$ cat src/shared/opactl_pkg.sv
// Constants, register map and carrier types for the op amp control block.
// Assumes a 32-bit Avalon-MM register bus with word-aligned byte addresses.
// Notes on behaviour
// - Enable bit 7 turns the amplifier on; clear keeps it off and unpowered.
// - While enabled, the output pin's port driver is held in high impedance.
// - Unity gain bit 4 ties output to inverting input and frees that pin.
// - Inverting and noninverting inputs come from two independent select registers.
// - Override mode 00 off, 01 tri-state output, 10 unity gain, 11 reserved.
// - Override acts only when a mode is selected and the source is true.
// - Override source is picked from peripheral outputs by its own select register.
// - Polarity bit 2 set means high source is true; clear means low.
// - Any reset returns all control registers to reset values, amplifier off.
// - Sleep does not stop the amplifier or its control behaviour.
// - Control bits 6-5 and 3 read zero and ignore writes.
// - Override source code is five bits; codes 10110 to 11111 are reserved.
package opactl_pkg;
	// ==========================================
	// Register map
	localparam logic [3:0] OFS_CONTROL = 4'h0;
	localparam logic [3:0] OFS_NEG_SEL = 4'h4;
	localparam logic [3:0] OFS_POS_SEL = 4'h8;
	localparam logic [3:0] OFS_ORS_SEL = 4'hc;
	// ==========================================
	// Field layout and reset values
	localparam int BIT_ENABLE = 7;
	localparam int BIT_UG = 4;
	localparam int BIT_POL = 2;
	localparam logic [7:0] CONTROL_WMASK = 8'h97;
	localparam logic [7:0] CONTROL_RESET = 8'h00;
	localparam int SRC_W = 5;
	localparam int CHS_W = 4;
	localparam int NUM_OR_SOURCES = 22;
	localparam logic [4:0] SRC_RESET = 5'h00;
	localparam logic [3:0] CHS_RESET = 4'h0;
	localparam logic [31:0] READ_FILL = 32'h00000000;

	typedef enum logic [1:0] {
		OPACTL_OR_NONE,
		OPACTL_OR_TRISTATE,
		OPACTL_OR_UNITY,
		OPACTL_OR_RESERVED
	} opactl_mode_t;

	typedef struct packed {
		logic enable;
		logic unityGain;
		logic polarity;
		opactl_mode_t mode;
	} opactl_ctrl_t;

	typedef struct packed {
		logic ampPower;
		logic ampOutEnable;
		logic portDriverHighZ;
		logic feedbackClosed;
		logic invPinConnected;
		logic [CHS_W-1:0] invSource;
		logic [CHS_W-1:0] nonInvSource;
	} opactl_analog_t;
endpackage

$ cat src/hw/opactl_top.sv
// Op amp digital control: register file, override qualification and analog controls.
// Assumes an Avalon-MM master on the same clock; analog controls feed the amplifier macro.
//
// The implementer's own choices: the placing of the registers and the Avalon-MM interface to the registers.
`timescale 1ns/1ps
module opactl_top
(
	input wire logic clock,
	input wire logic nrst,
	input wire logic [3:0] address,
	input wire logic read,
	input wire logic write,
	input wire logic [31:0] writedata,
	input wire logic [3:0] byteenable,
	output logic [31:0] readdata,
	output logic waitrequest,
	input wire logic [opactl_pkg::NUM_OR_SOURCES-1:0] overrideSources,
	output opactl_pkg::opactl_analog_t analogCtrl
);
	logic [7:0] control_q;
	logic [opactl_pkg::CHS_W-1:0] negSel_q;
	logic [opactl_pkg::CHS_W-1:0] posSel_q;
	logic [opactl_pkg::SRC_W-1:0] orsSel_q;
	logic answered_q;
	logic [31:0] readdata_q;
	logic overrideTrue;
	opactl_pkg::opactl_ctrl_t ctrl;
	opactl_pkg::opactl_analog_t analog_d;
	opactl_pkg::opactl_analog_t analog_q;

	function automatic logic hit(input logic [3:0] a, input logic [3:0] ofs);
		hit = (a[3:2] == ofs[3:2]);
	endfunction

	// ==========================================
	// Bus handshake
	// One wait cycle per access keeps read data registered.
	assign waitrequest = (read || write) && !answered_q;
	wire accept = (read || write) && answered_q;

	always_ff @(posedge clock or negedge nrst)
	begin
		if (!nrst)
		begin
			answered_q <= 1'b0;
		end
		else
		begin
			answered_q <= (read || write) && !answered_q;
		end
	end

	// ==========================================
	// Registers
	always_ff @(posedge clock or negedge nrst)
	begin
		if (!nrst)
		begin
			control_q <= opactl_pkg::CONTROL_RESET;
			negSel_q <= opactl_pkg::CHS_RESET;
			posSel_q <= opactl_pkg::CHS_RESET;
			orsSel_q <= opactl_pkg::SRC_RESET;
		end
		else if (accept && write && byteenable[0])
		begin
			if (hit(address, opactl_pkg::OFS_CONTROL))
			begin
				control_q <= writedata[7:0] & opactl_pkg::CONTROL_WMASK;
			end
			if (hit(address, opactl_pkg::OFS_NEG_SEL))
			begin
				negSel_q <= writedata[opactl_pkg::CHS_W-1:0];
			end
			if (hit(address, opactl_pkg::OFS_POS_SEL))
			begin
				posSel_q <= writedata[opactl_pkg::CHS_W-1:0];
			end
			if (hit(address, opactl_pkg::OFS_ORS_SEL))
			begin
				orsSel_q <= writedata[opactl_pkg::SRC_W-1:0];
			end
		end
	end

	always_ff @(posedge clock or negedge nrst)
	begin
		if (!nrst)
		begin
			readdata_q <= opactl_pkg::READ_FILL;
		end
		else if (read && !answered_q)
		begin
			readdata_q <= opactl_pkg::READ_FILL;
			if (hit(address, opactl_pkg::OFS_CONTROL))
			begin
				readdata_q[7:0] <= control_q;
			end
			else if (hit(address, opactl_pkg::OFS_NEG_SEL))
			begin
				readdata_q[opactl_pkg::CHS_W-1:0] <= negSel_q;
			end
			else if (hit(address, opactl_pkg::OFS_POS_SEL))
			begin
				readdata_q[opactl_pkg::CHS_W-1:0] <= posSel_q;
			end
			else if (hit(address, opactl_pkg::OFS_ORS_SEL))
			begin
				readdata_q[opactl_pkg::SRC_W-1:0] <= orsSel_q;
			end
		end
	end
	assign readdata = readdata_q;

	// ==========================================
	// Override qualification
	always_comb
	begin
		ctrl.enable = control_q[opactl_pkg::BIT_ENABLE];
		ctrl.unityGain = control_q[opactl_pkg::BIT_UG];
		ctrl.polarity = control_q[opactl_pkg::BIT_POL];
		ctrl.mode = opactl_pkg::opactl_mode_t'(control_q[1:0]);
	end

	opactl_source_mux u_mux
	(
		.clock(clock),
		.nrst(nrst),
		.sources(overrideSources),
		.code(orsSel_q),
		.polarity(ctrl.polarity),
		.active(overrideTrue)
	);

	// ==========================================
	// Analog controls
	// Nothing here depends on a sleep signal, so control carries on in sleep.
	always_comb
	begin
		analog_d.ampPower = ctrl.enable;
		analog_d.portDriverHighZ = ctrl.enable;
		analog_d.ampOutEnable = ctrl.enable;
		analog_d.feedbackClosed = ctrl.unityGain;
		analog_d.invSource = negSel_q;
		analog_d.nonInvSource = posSel_q;
		// The override is recomputed every cycle, so it lapses unaided.
		if (overrideTrue)
		begin
			case (ctrl.mode)
				opactl_pkg::OPACTL_OR_TRISTATE:
				begin
					analog_d.ampOutEnable = 1'b0;
				end
				opactl_pkg::OPACTL_OR_UNITY:
				begin
					analog_d.feedbackClosed = 1'b1;
				end
				default:
				begin
					analog_d.ampOutEnable = ctrl.enable;
				end
			endcase
		end
		analog_d.invPinConnected = !analog_d.feedbackClosed;
	end

	always_ff @(posedge clock or negedge nrst)
	begin
		if (!nrst)
		begin
			analog_q <= '0;
		end
		else
		begin
			analog_q <= analog_d;
		end
	end
	assign analogCtrl = analog_q;
endmodule

$ cat src/hw/opactl_source_mux.sv
// Override source selector with qualified, registered result.
// Assumes the peripheral outputs are synchronous to the block clock.
`timescale 1ns/1ps
module opactl_source_mux
(
	input wire logic clock,
	input wire logic nrst,
	input wire logic [opactl_pkg::NUM_OR_SOURCES-1:0] sources,
	input wire logic [opactl_pkg::SRC_W-1:0] code,
	input wire logic polarity,
	output logic active
);
	logic picked;

	// ==========================================
	// Selection
	always_comb
	begin
		picked = 1'b0;
		// Reserved codes select nothing and read as a low source, which triggers override when polarity is clear.
		if (code < 5'(opactl_pkg::NUM_OR_SOURCES))
		begin
			picked = sources[code];
		end
	end

	always_ff @(posedge clock or negedge nrst)
	begin
		if (!nrst)
		begin
			active <= 1'b0;
		end
		else
		begin
			active <= polarity ? picked : !picked;
		end
	end
endmodule

$ cat config.mk
export PLATFORM = sky130hd
export DESIGN_NAME = opactl_top
export DESIGN_NICKNAME = d
export VERILOG_FILES = /design/src/shared/opactl_pkg.sv /design/src/hw/opactl_top.sv /design/src/hw/opactl_source_mux.sv
export SDC_FILE = /design/constraint.sdc
export NUM_CORES = 1
export LEC_CHECK = 0
export BUFFER_PORTS_ARGS = -buffer_cell sky130_fd_sc_hd__buf_2
export CAP_MARGIN = 5
export CORE_MARGIN = 10
export CORE_UTILIZATION = 45
export DETAILED_ROUTE_END_ITERATION = 6
export PLACE_DENSITY = 0.92
export RECOVER_POWER = 100
export SYNTH_ARGS = -nofsm -noshare
export SYNTH_HDL_FRONTEND = slang
export SYNTH_SLANG_ARGS = --single-unit
$ cat constraint.sdc
create_clock -name clock -period 4.84 [get_ports clock]
set_clock_uncertainty 0.2 [all_clocks]
set_input_delay 0.242 -clock clock [delete_from_list [all_inputs] [get_ports clock]]
set_output_delay 0.242 -clock clock [all_outputs]
set_load 0.01 [all_outputs]
==> run metrics <==
Syn Area/Cell=13.2 um2; antenna violations before repair=0; die width=84.1 um; worst rel slew slack=-26.7%; GRT Total Usage=11.2%; clk root buf=clkbuf_8; Layout Cells excl Fill=249; routability congestion estimate=0.750; area grow syn2layout=16.0%; I/O pins=112; number of synthesized flops with an enable pin=0; Tightest Pin Transition=1.90 ns; ANT nets after route=0; Post-Route WL=4020 um; CTS max path bufs=2; Die Footprint=7070 um2; port bufs=54; Placed Instances=237; setup TNS=0 ns; Power Dens Cells=444 nW/um2; fraction of layout cells with a size suffix above 1=33.7%; synth warn=0; Hold Crit Class=in -> reg; Sw Pwr=290 uW; total grt overflow=0; Startpoint Class=input port; Slowest-stage cell, CP=clkbuf_1; switch share=30.5%; Period minus WS final=2.32 ns; Vias=1164; largest net degree at the start of global routing=39; R2R setup slack=2.76 ns; overall die height=84.1 um; clock latency on the worst-skew pair=0.29 ns; P_leak=0.00104 uW; post-DP HPWL=3190 um; vias per inst=4.67; CP Data Required Time=4.67 ns; Worst setup EP type=async pin; DR iter-0 viols=60; slowest stage delay, CP=1.36 ns; Mapped Area=1850 um2; TritonCTS clock tree=built; Async SR Flop Fraction=100%; failing checks=capacitance limit, slew limit; Final setup violation count=0; final net count=264; Placement Rows=23; status=finished with violations; Num Clock Sinks=38; DR pass1 iterations=4; Clock power frac=22.8%; Reg power frac=50.5%; Critical Path AT=2.15 ns; Top delay family on crit path=buffers and inverters; Fin. Hold Viols=0; final worst path period share=47.9%; Antenna Cells=0; Main synth FF type=dfrtp_1; Initial Util=46.2%; register bit total from synthesis=38; H-tree depth=2; CP Max Fanout=38; final max-slew violation count=39; RSZ-0062 raised after global routing=no; vias in the first global route=1294; worst vdd ir=0.180 mV; clk slew on worst S/H paths=0.07 ns; crit path buf inv count=2; average routed wire per standard cell=16.1 um; cell area after layout=2140 um2; CTS buffer count=5; # Max-Cap Violations=1; worst setup path class=in -> async; DRC=0; first-pass GRT wire length=6400 um; DP Area=2050 um2; cell count after synthesis=140; CP Cell Sequence=dlygate4sd3_1 -> clkbuf_1; FMAX=431 MHz; Comb power frac=26.7%; count of cell types in the netlist=27; Core Region=4000 um2; Int Pwr=662 uW; Seq/Total Area, Yosys=51.4%
[metrics by stage]
stage	util, %	hold WS [ns]	worst slack, ns	power [uW]
after floorplan	-	-0.254	3.08	669
after global placement	51.1	0.165	2.91	742
after detailed placement	51.1	0.174	2.84	757
after CTS	54.4	0.0159	2.82	983
after global routing	53.6	0.00946	2.15	1020
final	53.6	0.0303	2.52	952
[path summary, 6_finish.rpt]
check / start / end / depth (start not counted)
worst min register to register: negSel_q[2] / analogCtrl[6] / 0
worst max register to register: orsSel_q[0] / u_mux.active / 4
worst min-delay path: writedata[1] / posSel_q[1] / 2
min in group asynchronous: nrst / readdata[7] / 2
max in group clock: orsSel_q[0] / u_mux.active / 4
worst max-delay path: nrst / u_mux.active / 2
[cells in the final DEF (no fill, tap or decap), types with 2 or more instances in the layout]
cell	count
dfrtp_1	38
buf_2	33
conb_1	26
mux2_2	22
clkbuf_1	22
nand2_1	8
clkbuf_8	6
inv_1	5
mux4_1	5
nor2_1	5
dlygate4sd3_1	4
mux4_2	3
and3_1	3
o21ai_0	3
nand2b_1	2
mux2i_1	2
[synthesized netlist by cell type (all sizes together), types with 2 or more instances]
master	instances	share of area [%]
and3	3	1.0
buf	29	12
clkbuf	3	0.61
dfrtp	38	51
inv	5	1.0
mux2	22	13
mux2i	2	1.1
mux4	8	11
nand2	8	1.6
nand2b	2	0.68
nor2	5	1.0
o21ai	3	0.81
[layer usage]
layer  up-vias  share of wire (%)  track usage (%)
li1        552                  -                -
met1       554                 39             12.0
met2        52                 47             17.5
met3         6                 12             7.23
met4         0                1.5             4.11
met5         -                  0                0
[flip-flops by register name, indices dropped and copies added, names as in the netlist]
register / cells
analogCtrl: 12
answered_q: 1
control_q: 5
negSel_q: 4
orsSel_q: 5
posSel_q: 4
readdata: 6
u_mux.active: 1
[final cells by class]
type	instances	area (um2)
clock buffer	7	86.3
clock inverter	1	5.00
fill	378	1860
inverter	5	18.8
multi-input combinational	90	737
sequential	38	951
tap	50	62.6
timing repair buffer	58	284
[power by group through the flow]
stage          clock network [uW]  registers (uW)  logic [uW]
6_report                      218             481         254
5_1_grt                       244             495         281
4_1_cts                       227             481         275
3_5_place_dp                    0             486         272
3_3_place_gp                    0             479         262
2_1_floorplan                   0             489         180
[cells by family after synthesis]
family | count (synthesis) | share of synthesized area, %
and+or+nand+nor | 21 | 5.28
other | 1 | 0.203
xor gates and xnor gates | 1 | 0.474
DFF | 38 | 51.4
buffers and inverters | 37 | 13.5
AOI/OAI and AO/OA | 10 | 3.92
muxes | 32 | 25.2
[what timing repair did]
item	4_1_cts	5_1_grt
setup buffers	0	0
hold endpoints to repair	43	0
hold buffers	4	0
setup endpoints to repair	0	0
gates resized for setup	0	0
Power figures use the tool's default switching activity.
